[src/hdl/sbcra_consts.svh]
`ifndef SBCRA_CONSTS_SVH
`define SBCRA_CONSTS_SVH
// Register addresses on the 7-bit word address field.
`define SBCRA_A_MSC      7'h01
`define SBCRA_A_HC1      7'h0E
`define SBCRA_A_HC2      7'h0F
`define SBCRA_A_GPIO     7'h17
`define SBCRA_A_STAT     7'h40
`define SBCRA_A_STEND    7'h4D
`define SBCRA_N_STAT     13
`define SBCRA_N_WC       8
`define SBCRA_IDX_FAULT  4'h2
// Frame layout and bit counts.
`define SBCRA_RW_BIT     7
`define SBCRA_CNT_ADDR   6'h07
`define SBCRA_CNT_MAX    6'h3F
`define SBCRA_BITS_SHORT 6'h10
`define SBCRA_BITS_LONG  6'h20
// Mode field code that executes a soft reset.
`define SBCRA_MODE_RST   2'h3
// Field masks.
`define SBCRA_MSC_RSV    8'h20
`define SBCRA_MSC_KEEP   8'h03
`define SBCRA_HC1_LK0    8'h01
`define SBCRA_HC1_LKD    8'h04
`define SBCRA_HC2_LK1    8'h01
`define SBCRA_HC2_LKD    8'hF0
`define SBCRA_GPIO_LKD   8'hFF
// Power-on and soft reset values.
`define SBCRA_MSC_POR    8'h00
`define SBCRA_HC1_POR    8'h00
`define SBCRA_HC2_POR    8'h00
`define SBCRA_GPIO_POR   8'h00
`define SBCRA_SUP_POR    8'h80
`define SBCRA_WC_CLR     8'h00
// Implemented bits of the status registers, index 12 first.
`define SBCRA_STAT_MASK  {8'hF0, 8'hFF, 8'h3F, 8'h4F, 8'hC1, 8'h40, 8'h40, \
                          8'h10, 8'h31, 8'h1F, 8'hCF, 8'h0F, 8'h9D}
`endif

[src/hdl/sbcra_pkg.sv]
package sbcra_pkg;
`include "sbcra_consts.svh"

    typedef logic [7:0] sbcra_byte_t;

    typedef logic [`SBCRA_N_STAT-1:0][7:0] sbcra_stat_t;

    typedef struct packed {
        logic sck;
        logic cs_n;
        logic mosi;
    } sbcra_spi_t;

    typedef struct packed {
        sbcra_byte_t msc;
        sbcra_byte_t hc1;
        sbcra_byte_t hc2;
        sbcra_byte_t gpio;
    } sbcra_ctrl_t;

    typedef struct packed {
        sbcra_spi_t                     sy1;
        sbcra_spi_t                     sy2;
        sbcra_spi_t                     dly;
        logic [5:0]                     cnt;
        logic [31:0]                    rx;
        logic [15:0]                    sh;
        logic                           miso;
        logic                           oe;
        sbcra_ctrl_t                    ctrl;
        logic [`SBCRA_N_WC-1:0][7:0]    wc;
        logic                           srst_pend;
        logic                           srst_out;
    } sbcra_state_t;

endpackage : sbcra_pkg

[src/hdl/sbcra_top.sv]
`timescale 1ns/1ps
`include "sbcra_consts.svh"

module sbcra_top #(
    parameter int CNT_W = 6
) (
    input  wire logic                   clk,
    input  wire logic                   rst,
    input  wire sbcra_pkg::sbcra_spi_t  spi_in,
    output logic                        miso,
    output logic                        miso_oe,
    input  wire sbcra_pkg::sbcra_stat_t hw_stat,
    input  wire logic                   hw_mode_load,
    input  wire logic [1:0]             hw_mode,
    input  wire logic                   restart,
    output sbcra_pkg::sbcra_ctrl_t      ctrl,
    output logic                        soft_reset
);
    import sbcra_pkg::*;

    // ****************************************************************
    // Elaboration checks
    // ****************************************************************

    // The bit counter must hold a full long frame plus saturation.
    generate
        if (CNT_W != 6)
        begin : g_bad_cnt
            $error("sbcra_top: CNT_W must be 6");
        end
    endgenerate

    // ****************************************************************
    // Decoding functions
    // ****************************************************************

    localparam sbcra_stat_t STAT_MASK = `SBCRA_STAT_MASK;

    // True for every address that holds a register.
    function automatic logic is_valid(input logic [6:0] a);
        is_valid = (a == `SBCRA_A_MSC) || (a == `SBCRA_A_HC1) ||
                   (a == `SBCRA_A_HC2) || (a == `SBCRA_A_GPIO) ||
                   ((a >= `SBCRA_A_STAT) && (a < `SBCRA_A_STEND));
    endfunction : is_valid

    // Next register address above a, wrapping to the lowest one.
    function automatic logic [6:0] next_valid(input logic [6:0] a);
        logic [6:0] nv;
        nv = `SBCRA_A_MSC;
        for (int i = 127; i >= 0; i--)
        begin
            if ((7'(i) > a) && is_valid(7'(i)))
            begin
                nv = 7'(i);
            end
        end
        next_valid = nv;
    endfunction : next_valid

    // Read value of one register; reserved and unmapped bits give zero.
    function automatic sbcra_byte_t reg_rd(
        input logic [6:0]   a,
        input sbcra_state_t st,
        input sbcra_stat_t  hw
    );
        logic [3:0]  idx;
        sbcra_byte_t v;
        idx = 4'(a - `SBCRA_A_STAT);
        v   = 8'h00;
        case (a)
            `SBCRA_A_MSC:  v = st.ctrl.msc & ~`SBCRA_MSC_RSV;
            `SBCRA_A_HC1:  v = st.ctrl.hc1;
            `SBCRA_A_HC2:  v = st.ctrl.hc2;
            `SBCRA_A_GPIO: v = st.ctrl.gpio;
            default:
            begin
                if (is_valid(a) && (idx < 4'(`SBCRA_N_WC)))
                begin
                    v = st.wc[idx[2:0]] & STAT_MASK[idx];
                end
                else if (is_valid(a))
                begin
                    v = hw[idx] & STAT_MASK[idx];
                end
            end
        endcase
        reg_rd = v;
    endfunction : reg_rd

    // Apply one serial write to a copy of the state.
    function automatic sbcra_state_t reg_wr(
        input sbcra_state_t st,
        input logic [6:0]   a,
        input sbcra_byte_t  d
    );
        sbcra_state_t r;
        logic [3:0]   idx;
        sbcra_byte_t  lk;
        r   = st;
        idx = 4'(a - `SBCRA_A_STAT);
        lk  = `SBCRA_HC2_LKD | `SBCRA_HC2_LK1;
        case (a)
            `SBCRA_A_MSC:
            begin
                // Reserved bits are dropped even if the master breaks its side.
                r.ctrl.msc  = d & ~`SBCRA_MSC_RSV;
                r.srst_pend = (d[7:6] == `SBCRA_MODE_RST);
            end
            `SBCRA_A_HC1:
            begin
                if ((st.ctrl.hc1 & `SBCRA_HC1_LK0) != 8'h00)
                begin
                    r.ctrl.hc1 = (st.ctrl.hc1 & `SBCRA_HC1_LKD) |
                                 (d & ~`SBCRA_HC1_LKD);
                end
                else
                begin
                    r.ctrl.hc1 = d;
                end
            end
            `SBCRA_A_HC2:
            begin
                if ((st.ctrl.hc2 & `SBCRA_HC2_LK1) != 8'h00)
                begin
                    r.ctrl.hc2 = (st.ctrl.hc2 & lk) | (d & ~lk);
                end
                else
                begin
                    r.ctrl.hc2 = d;
                end
            end
            `SBCRA_A_GPIO:
            begin
                if ((st.ctrl.hc1 & `SBCRA_HC1_LK0) != 8'h00)
                begin
                    r.ctrl.gpio = (st.ctrl.gpio & `SBCRA_GPIO_LKD) |
                                  (d & ~`SBCRA_GPIO_LKD);
                end
                else
                begin
                    r.ctrl.gpio = d;
                end
            end
            default:
            begin
                // Any write access clears a clearable status register.
                if (is_valid(a) && (idx < 4'(`SBCRA_N_WC)))
                begin
                    r.wc[idx[2:0]] = `SBCRA_WC_CLR;
                end
            end
        endcase
        reg_wr = r;
    endfunction : reg_wr

    // ****************************************************************
    // State
    // ****************************************************************

    sbcra_state_t s;
    sbcra_state_t n;
    logic         sck_rise;
    logic         sck_fall;
    logic         cs_fall;
    logic         cs_rise;
    logic         active;
    logic         lock0;
    logic         lock1;
    logic [6:0]   addr;
    sbcra_byte_t  keep1;
    sbcra_byte_t  keep2;

    // Edges come from the second sync stage and its delayed copy only.
    assign sck_rise = s.sy2.sck & ~s.dly.sck;
    assign sck_fall = ~s.sy2.sck & s.dly.sck;
    assign cs_fall  = ~s.sy2.cs_n & s.dly.cs_n;
    assign cs_rise  = s.sy2.cs_n & ~s.dly.cs_n;
    assign active   = ~s.sy2.cs_n;
    assign lock0    = (s.ctrl.hc1 & `SBCRA_HC1_LK0) != 8'h00;
    assign lock1    = (s.ctrl.hc2 & `SBCRA_HC2_LK1) != 8'h00;
    assign addr     = s.rx[6:0];
    assign keep1    = lock0 ? (`SBCRA_HC1_LKD | `SBCRA_HC1_LK0) : 8'h00;
    assign keep2    = lock1 ? (`SBCRA_HC2_LKD | `SBCRA_HC2_LK1) : 8'h00;

    // ****************************************************************
    // Next-state logic
    // ****************************************************************

    // Frame engine, register writes, then the reset and status overlays.
    always_comb
    begin
        n           = s;
        n.sy1       = spi_in;
        n.sy2       = s.sy1;
        n.dly       = s.sy2;
        n.srst_pend = 1'b0;
        n.srst_out  = s.srst_pend;
        // Frame start: the fault byte goes out first, bit 0 at once.
        if (cs_fall)
        begin
            n.cnt  = 6'h00;
            n.rx   = 32'h0000_0000;
            n.oe   = 1'b1;
            n.miso = s.wc[`SBCRA_IDX_FAULT][0];
            n.sh   = {9'h000, s.wc[`SBCRA_IDX_FAULT][7:1]};
        end
        else if (active && sck_rise && (s.cnt != `SBCRA_CNT_MAX))
        begin
            // Bits arrive LSB first, each at its own frame position.
            if (!s.cnt[5])
            begin
                n.rx[s.cnt[4:0]] = s.sy2.mosi;
            end
            n.cnt = s.cnt + 6'h01;
            // Address is complete; the read bytes follow from bit 8 on.
            if (s.cnt == `SBCRA_CNT_ADDR)
            begin
                n.sh = {reg_rd(next_valid(addr), s, hw_stat),
                        reg_rd(addr, s, hw_stat)};
            end
        end
        else if (active && sck_fall)
        begin
            n.miso = s.sh[0];
            n.sh   = {1'b0, s.sh[15:1]};
        end
        // Frame end: only exact 16- or 32-bit write frames take effect.
        if (cs_rise)
        begin
            n.oe   = 1'b0;
            n.miso = 1'b0;
            if (s.rx[`SBCRA_RW_BIT])
            begin
                if (s.cnt == `SBCRA_BITS_SHORT)
                begin
                    n = reg_wr(n, addr, s.rx[15:8]);
                end
                else if (s.cnt == `SBCRA_BITS_LONG)
                begin
                    n = reg_wr(n, addr, s.rx[15:8]);
                    n = reg_wr(n, next_valid(addr), s.rx[23:16]);
                end
            end
        end
        // The mode field and, on restart, msc bits 7:2 are the control bits the chip may move.
        if (hw_mode_load)
        begin
            n.ctrl.msc[7:6] = hw_mode;
        end
        // Restart touches only the mode register; its low bits are kept.
        if (restart)
        begin
            n.ctrl.msc = (s.ctrl.msc & `SBCRA_MSC_KEEP) |
                         (`SBCRA_MSC_POR & ~`SBCRA_MSC_KEEP);
        end
        // Soft reset wins over a write in the same cycle.
        if (s.srst_pend)
        begin
            n.ctrl.msc  = `SBCRA_MSC_POR;
            n.ctrl.hc1  = (s.ctrl.hc1 & keep1) |
                          (`SBCRA_HC1_POR & ~keep1);
            n.ctrl.hc2  = (s.ctrl.hc2 & keep2) |
                          (`SBCRA_HC2_POR & ~keep2);
            n.ctrl.gpio = lock0 ? s.ctrl.gpio : `SBCRA_GPIO_POR;
            for (int i = 0; i < `SBCRA_N_WC; i++)
            begin
                n.wc[i] = `SBCRA_WC_CLR;
            end
        end
        // Hardware sets are applied last so that a set beats any clear.
        for (int i = 0; i < `SBCRA_N_WC; i++)
        begin
            n.wc[i] = n.wc[i] | (hw_stat[i] & STAT_MASK[i]);
        end
    end

    // ****************************************************************
    // State register
    // ****************************************************************

    // Chip select syncs reset high so no false frame start is seen.
    always_ff @(posedge clk or posedge rst)
    begin
        if (rst)
        begin
            s          <= '0;
            s.sy1.cs_n <= 1'b1;
            s.sy2.cs_n <= 1'b1;
            s.dly.cs_n <= 1'b1;
            s.wc[0]    <= `SBCRA_SUP_POR;
        end
        else
        begin
            s <= n;
        end
    end

    assign miso       = s.miso;
    assign miso_oe    = s.oe;
    assign ctrl       = s.ctrl;
    assign soft_reset = s.srst_out;
endmodule : sbcra_top

[config.mk]
export PLATFORM = sky130hd
export DESIGN_NAME = sbcra_top
export DESIGN_NICKNAME = d
export VERILOG_FILES = /design/src/hdl/sbcra_pkg.sv /design/src/hdl/sbcra_top.sv
export VERILOG_INCLUDE_DIRS = /design/src /design/src/hdl
export SDC_FILE = /design/constraint.sdc
export NUM_CORES = 1
export LEC_CHECK = 0
export BUFFER_PORTS_ARGS = -buffer_cell sky130_fd_sc_hd__buf_2
export CAP_MARGIN = 30
export CORE_MARGIN = 3
export CORE_UTILIZATION = 25
export CTS_CLUSTER_DIAMETER = 60
export DETAILED_ROUTE_END_ITERATION = 16
export PLACE_DENSITY = 0.39
export SETUP_SLACK_MARGIN = 0.1
export SLEW_MARGIN = 5
export SYNTH_ARGS = -nofsm -noshare
export SYNTH_HDL_FRONTEND = slang
export SYNTH_SLANG_ARGS = --single-unit
[constraint.sdc]
create_clock -name clk -period 7.1 [get_ports clk]
set_clock_uncertainty 0.2 [all_clocks]
set_input_delay 1.42 -clock clk [delete_from_list [all_inputs] [get_ports clk]]
set_output_delay 1.42 -clock clk [all_outputs]
set_load 0.05 [all_outputs]
# Word-level counts from Yosys, hierarchy flattened

Memory sizes are Yosys's and may differ from the RTL's.
Cells that the tools add are included.

Memories: 2
Input bits: 113
Register bits after elaboration: 162
Memory bits (read-only): 256

Memories:

| name             | words | bits a word | rd ports | clocked after Yosys merged registers in | wr ports | RTL line        | source |
|---|---|---|---|---|---|---|---|
| (name not given) | 16    | 8           | 1        | 0                                       | 0        | sbcra_top.sv:83 | `v = hw[idx] & STAT_MASK[idx];` |
| (name not given) | 16    | 8           | 1        | 0                                       | 0        | sbcra_top.sv:83 |  |

Eq/ne operators: 21
Multiplexer cells: 97
Bitwise gates (word level): 30
Magnitude comparators: 35
$add $sub $neg: 4
Reduce and logical (&&, ||, !) cells: 43

Operators by type and width:

| kind                                                | number |
|---|---|
| two-way mux 64 bit                                  | 8 |
| two-way mux 8 bit                                   | 37 |
| two-way mux 98 bit                                  | 3 |
| two-way mux 7 bit                                   | 24 |
| AND 64 bit                                          | 2 |
| inverter 64 bit                                     | 2 |
| two-way mux 100 bit                                 | 1 |
| two-way mux 96 bit                                  | 1 |
| greater-than comparator 7 bit, first input constant | 13 |
| binary-select mux 8 bit (select 4 bit)              | 2 |
| case mux 8 bit (4 select lines)                     | 2 |
| two-way mux 55 bit                                  | 1 |
| binary-select mux 8 bit (select 3 bit)              | 2 |
| demux 8 bit (select 3 bit)                          | 2 |
| == test 7 x 4 -> 1 bit, second input constant       | 6 |
| AND 8 bit                                           | 5 |
| two-way mux 38 bit                                  | 1 |
| bitwise mux 32 bit                                  | 1 |
| two-way mux 16 bit                                  | 2 |
| two-way mux 32 bit                                  | 1 |
| OR 8 x 4 -> 8 bit                                   | 3 |
| == test 7 x 1 -> 1 bit, second input constant       | 3 |
| == test 7 x 5 -> 1 bit, second input constant       | 3 |
| >= comparator 7 bit, second input constant          | 3 |
| 43 further kinds                                    | 102 |

# Depth between registers and ports, before layout

Depth after elaboration: 39
Depth in mapped cells: 23
Gate-level depth less buffers: 16

# Worst setup path after synthesis

Ideal clock, no wire load.

Path kind: flip-flop to flip-flop
Start point: register s, in the netlist addr[0]
End point: register s[109] (netlist name)
Data required time: 6.772 ns
Setup time: 0.128 ns
Path buffers: 6
Arrival time: 4.435 ns
Clock period less this slack: 4.763 ns
Cell stages (with the launch flop): 21
Slack: 2.337 ns
Cell sequence: dfrtp_1 > buf_2 > buf_2 > inv_1 > clkbuf_1 > ha_1 > clkbuf_1 > inv_1 > a22oi_1 > o21ai_0 > a211o_1 > nor2_8 > inv_2 > buf_4 > ha_1 > and4_1 > clkbuf_1 > or4_1 > or3_1 > o31ai_1 > a21oi_1

Longest elaborated chain between the ends: 32
Elaborated cells between the ends (all ways): 65
Classes of those cells: add/sub (1); order compare (20); eq/ne (4); mux (31); bitwise (2); reduce/logical (6); memory (1)

Ends and longest elaborated chain:

| element                                                          | RTL line         | source |
|---|---|---|
| start: declaration                                               | sbcra_top.sv:160 | `sbcra_state_t s;` |
| start signal: assignment                                         | sbcra_top.sv:294 | `s <= n;` |
| greater-than comparator 7 bit                                    | sbcra_top.sv:52  | `if ((7'(i) > a) && is_valid(7'(i)))` |
| two-way mux 7 bit (16 in series)                                 | sbcra_top.sv:52  |  |
| two-way mux 7 bit *                                              | sbcra_top.sv:52  |  |
| two-way mux 7 bit *                                              | sbcra_top.sv:216 | `` if (s.cnt == `SBCRA_CNT_ADDR) `` |
| two-way mux 7 bit *                                              | sbcra_top.sv:207 | `` else if (active && sck_rise && (s.cnt != `SBCRA_CNT_MAX)) `` |
| two-way mux 7 bit *                                              | sbcra_top.sv:199 | `if (cs_fall)` |
| branches (longest 7 deep; another with memory read (16 x 8 bit)) | n/a              |  |
| case mux 8 bit (4 select lines) *                                | sbcra_top.sv:70  | `case (a)` |
| two-way mux 16 bit *                                             | sbcra_top.sv:216 |  |
| two-way mux 16 bit *                                             | sbcra_top.sv:207 |  |
| two-way mux 55 bit *                                             | sbcra_top.sv:199 |  |

Every way passes the cells marked *. The select of a mux whose other input is x is not followed.
A chain may end at the register's enable or synchronous reset.

# Worst setup path in the final report

Start point: register s, in the netlist addr[1]
End point: register s[109] (netlist name)

The elaborated chain is that of the path after synthesis.

==> key figures <==
Hold path
  • Hold crit path type: flop to flop
  • Hold path cells: 0

Routing
  • Number of remaining DRC errors: 0
  • Vias per cell: roughly 5.6
  • Vias: 9981
  • Final ANT Viol Nets: 0
  • DR pass1 iterations: 5
  • 1st-iter DRT viols: 843
  • Total wire length: between 40000 and 50000 um
  • Routed WL per cell: 25.4 um

Logic synthesis
  • Async S/R FF share, synth: 100%
  • Sequential-to-total area share from yosys stat: ~37%
  • Syn_nets: about 1300
  • Synthesized area: 10400 um2
  • Number of synthesized flops with an enable pin: 0
  • Yosys warns: 0
  • Primary FF master, synth: dfrtp_1
  • Post-synthesis register bit count: 152
  • Yosys cell types: 94
  • Cells after Synth: between 1000 and 1500
  • Synth Area per Inst: 8.60 um2

Global routing
  • GRT Util Overall: a little over 20%
  • Global-route wire length before repair: about 67000 um
  • Initial antenna violation count: 0
  • Total gr overflow: 0
  • Largest net degree at the start of global routing: 62
  • Vias in the first global route: 9604

Clocking
  • Clock Pin Slew Worst Setup and Hold Paths: 0.08 ns
  • CTS root buf: clkbuf_16
  • Post-CTS Setup Inserts: 0
  • CTS Buf Count: 17
  • Post-CTS Hold Buffers: 0
  • Worst-skew pair later-pin latency: 0.46 ns
  • Sink Count: 152
  • CTS tree: built
  • Post-CTS sizing: 0
  • H-tree depth: 4
  • CTS max path bufs: 2

Worst setup path
  • Crit path kind: flop to flop
  • Crit. End Element: flop
  • CP max FO: 23
  • CP Data Required Time: a little over 7 ns
  • CP startpoint kind: flop
  • Worst Path Arrival: 5.58 ns
  • Worst-case reg-to-reg path depth: 13

Floorplan
  • Die Wd: 210 um
  • Row cnt: 74
  • Chip Height: 210 um
  • Die ar.: 44000 um2
  • CORE AREA: about 40000 um2
  • Initial core utilization: 25.4%
  • I/O Pins: 148

Placed design
  • Placed cell count: 1753
  • DP HPWL: 33100 um
  • Placer congestion estimate: 0.921
  • Number of port buffers: 105
  • Pre-CTS setup slack: 1.78 ns

Timing
  • Tmin final: 5.42 ns
  • F_max: approximately 180 MHz
  • Final setup vio count: 0
  • Worst slew pin tran: 1.11 ns
  • Hold WS: about 0.15 ns
  • Worst-case setup margin in the final layout: 1.68 ns
  • Worst rel slew slack: 23.8%
  • Final period utilization: between 70 and 80%
  • Slew Limit Fails: 0
  • Final hold vios: 0
  • Unrepaired setup endpoints after global routing: false
  • Setup TNS: 0 ns

Power and ir drop
  • Leakage: 5.04 nW
  • Max VDD drop: 175 uV
  • Cell Pwr Density: 190 nW/um2

Final layout
  • Final instance count without filler cells: 1789
  • Synthesis-to-layout area growth: 14.0%
  • Final net count: approximately 1400
  • Proportion of layout cells with a drive suffix above 1: 17.8%
  • Most frequent cells in the layout: 146 x dfrtp_1, 128 x nor2_1, 105 x nand2_1, 105 x buf_2, 72 x a21oi_1
  • Commonest non-fill, non-tap cell in the layout: dfrtp_1
  • Final Util: a little under 30%

Run
  • Max-cap violations: 0

Run status
  • Status: finished clean
[routing by layer]
layer  GRT usage (%)  share of wire [%]  vias to the layer above  routed length, um
met4            6.79                3.0                        0               1380
met1            29.5                 46                     4993              20900
met2            30.5                 44                      401              20000
met5               0                  0                        -                  0
met3            3.86                6.9                       71               3130
li1                -                  -                     4516                  -
[critical path, stage by stage, from the launching register on]
cell and delay (ns):
dfrtp_2 0.61, ha_1 0.34, a21o_1 0.23, a21boi_0 0.72
a31oi_1 0.23, nor3_4 0.69, inv_1 0.30, ha_1 0.29
o21a_1 0.10, buf_4 0.21, or4_1 0.67, or3_1 0.40
o31ai_1 0.24, a21oi_1 0.06
[stage by stage]
stage / area (um2) / power, mW
2_1_floorplan: 10400 / 1.16
3_3_place_gp: 11200 / 1.30
3_5_place_dp: 11200 / 1.30
4_1_cts: 11800 / 2.27
5_1_grt: 11800 / 2.34
6_report: 11800 / 2.25
[report_power, final]
part           switching [mW]  leakage (nW)  total [mW]  internal [mW]
Clock                   0.432         0.284       0.957          0.525
Sequential             0.0210          1.93       0.907          0.886
Combinational           0.262          2.82       0.383          0.121
Total                   0.714          5.04        2.25           1.53
[registers in the layout, summed over array words and instances, names as in the netlist]
| name | cells |
|---|---|
| miso_oe | 1 |
| ctrl | 32 |
| s | 110 |
| addr | 7 |
| miso | 1 |
| soft_reset | 1 |
[cell families (layout without fill, tap and decap cells)]
logic type               after synthesis  count (layout)  share of synthesized area [%]
AO/OA/AOI/OAI                        369             369                           25.2
XOR/XNOR                               5               5                          0.422
adder cells (fa/ha/maj)               15              15                           1.81
buffers and inverters                145             193                           6.81
flip-flops                           152             152                           36.7
multiplexers                          76              76                           7.92
other                                  0               1                              0
AND/OR/NAND/NOR                      446             446                           21.2
[cell type report]
class                      instances  area [um2]
fill                            4429       29100
multi-input combinational        911        5900
sequential                       152        3810
timing repair buffer             139         781
tap                              532         666
clock buffer                      17         425
clock inverter                    15         168
inverter                          22        87.6
antenna                            1        2.50
[worst paths after layout]
check                        start  slack [ns]  endpoint
max in group asynchronous      rst        4.54   addr[1]
min in group asynchronous      rst        0.83     s[51]
min                         s[162]        0.15    s[159]
max reg2reg                addr[1]        1.68    s[109]
min reg2reg                 s[162]        0.15    s[159]
max                        addr[1]        1.68    s[109]
[cell usage after synthesis, types with 7 or more instances]
master	number	area share, %
dfrtp_1	148	36
nor2_1	128	4.6
nand2_1	105	3.8
a21oi_1	72	3.5
o21ai_0	66	3.2
clkbuf_1	65	2.3
mux2i_1	63	6.1
nand3_1	63	3.0
and2_1	46	2.8
buf_4	35	2.5
a21o_1	26	1.9
inv_1	20	0.72
a31oi_1	18	1.1
o22ai_1	18	1.1
a22oi_1	17	1.2
nor3_1	17	0.82
and3_1	16	0.96
o221ai_1	16	1.3
ha_1	15	1.8
a221oi_1	14	1.2
nand4_1	13	0.78
buf_2	12	0.58
mux2_2	9	0.98
nor3b_1	9	0.65
a22o_1	8	0.67
buf_1	8	0.29
nor2b_1	8	0.48
a222oi_1	7	0.67
o211a_1	7	0.67
o2bb2ai_1	7	0.59
or3_1	7	0.42
Power figures use the tool's default switching activity.
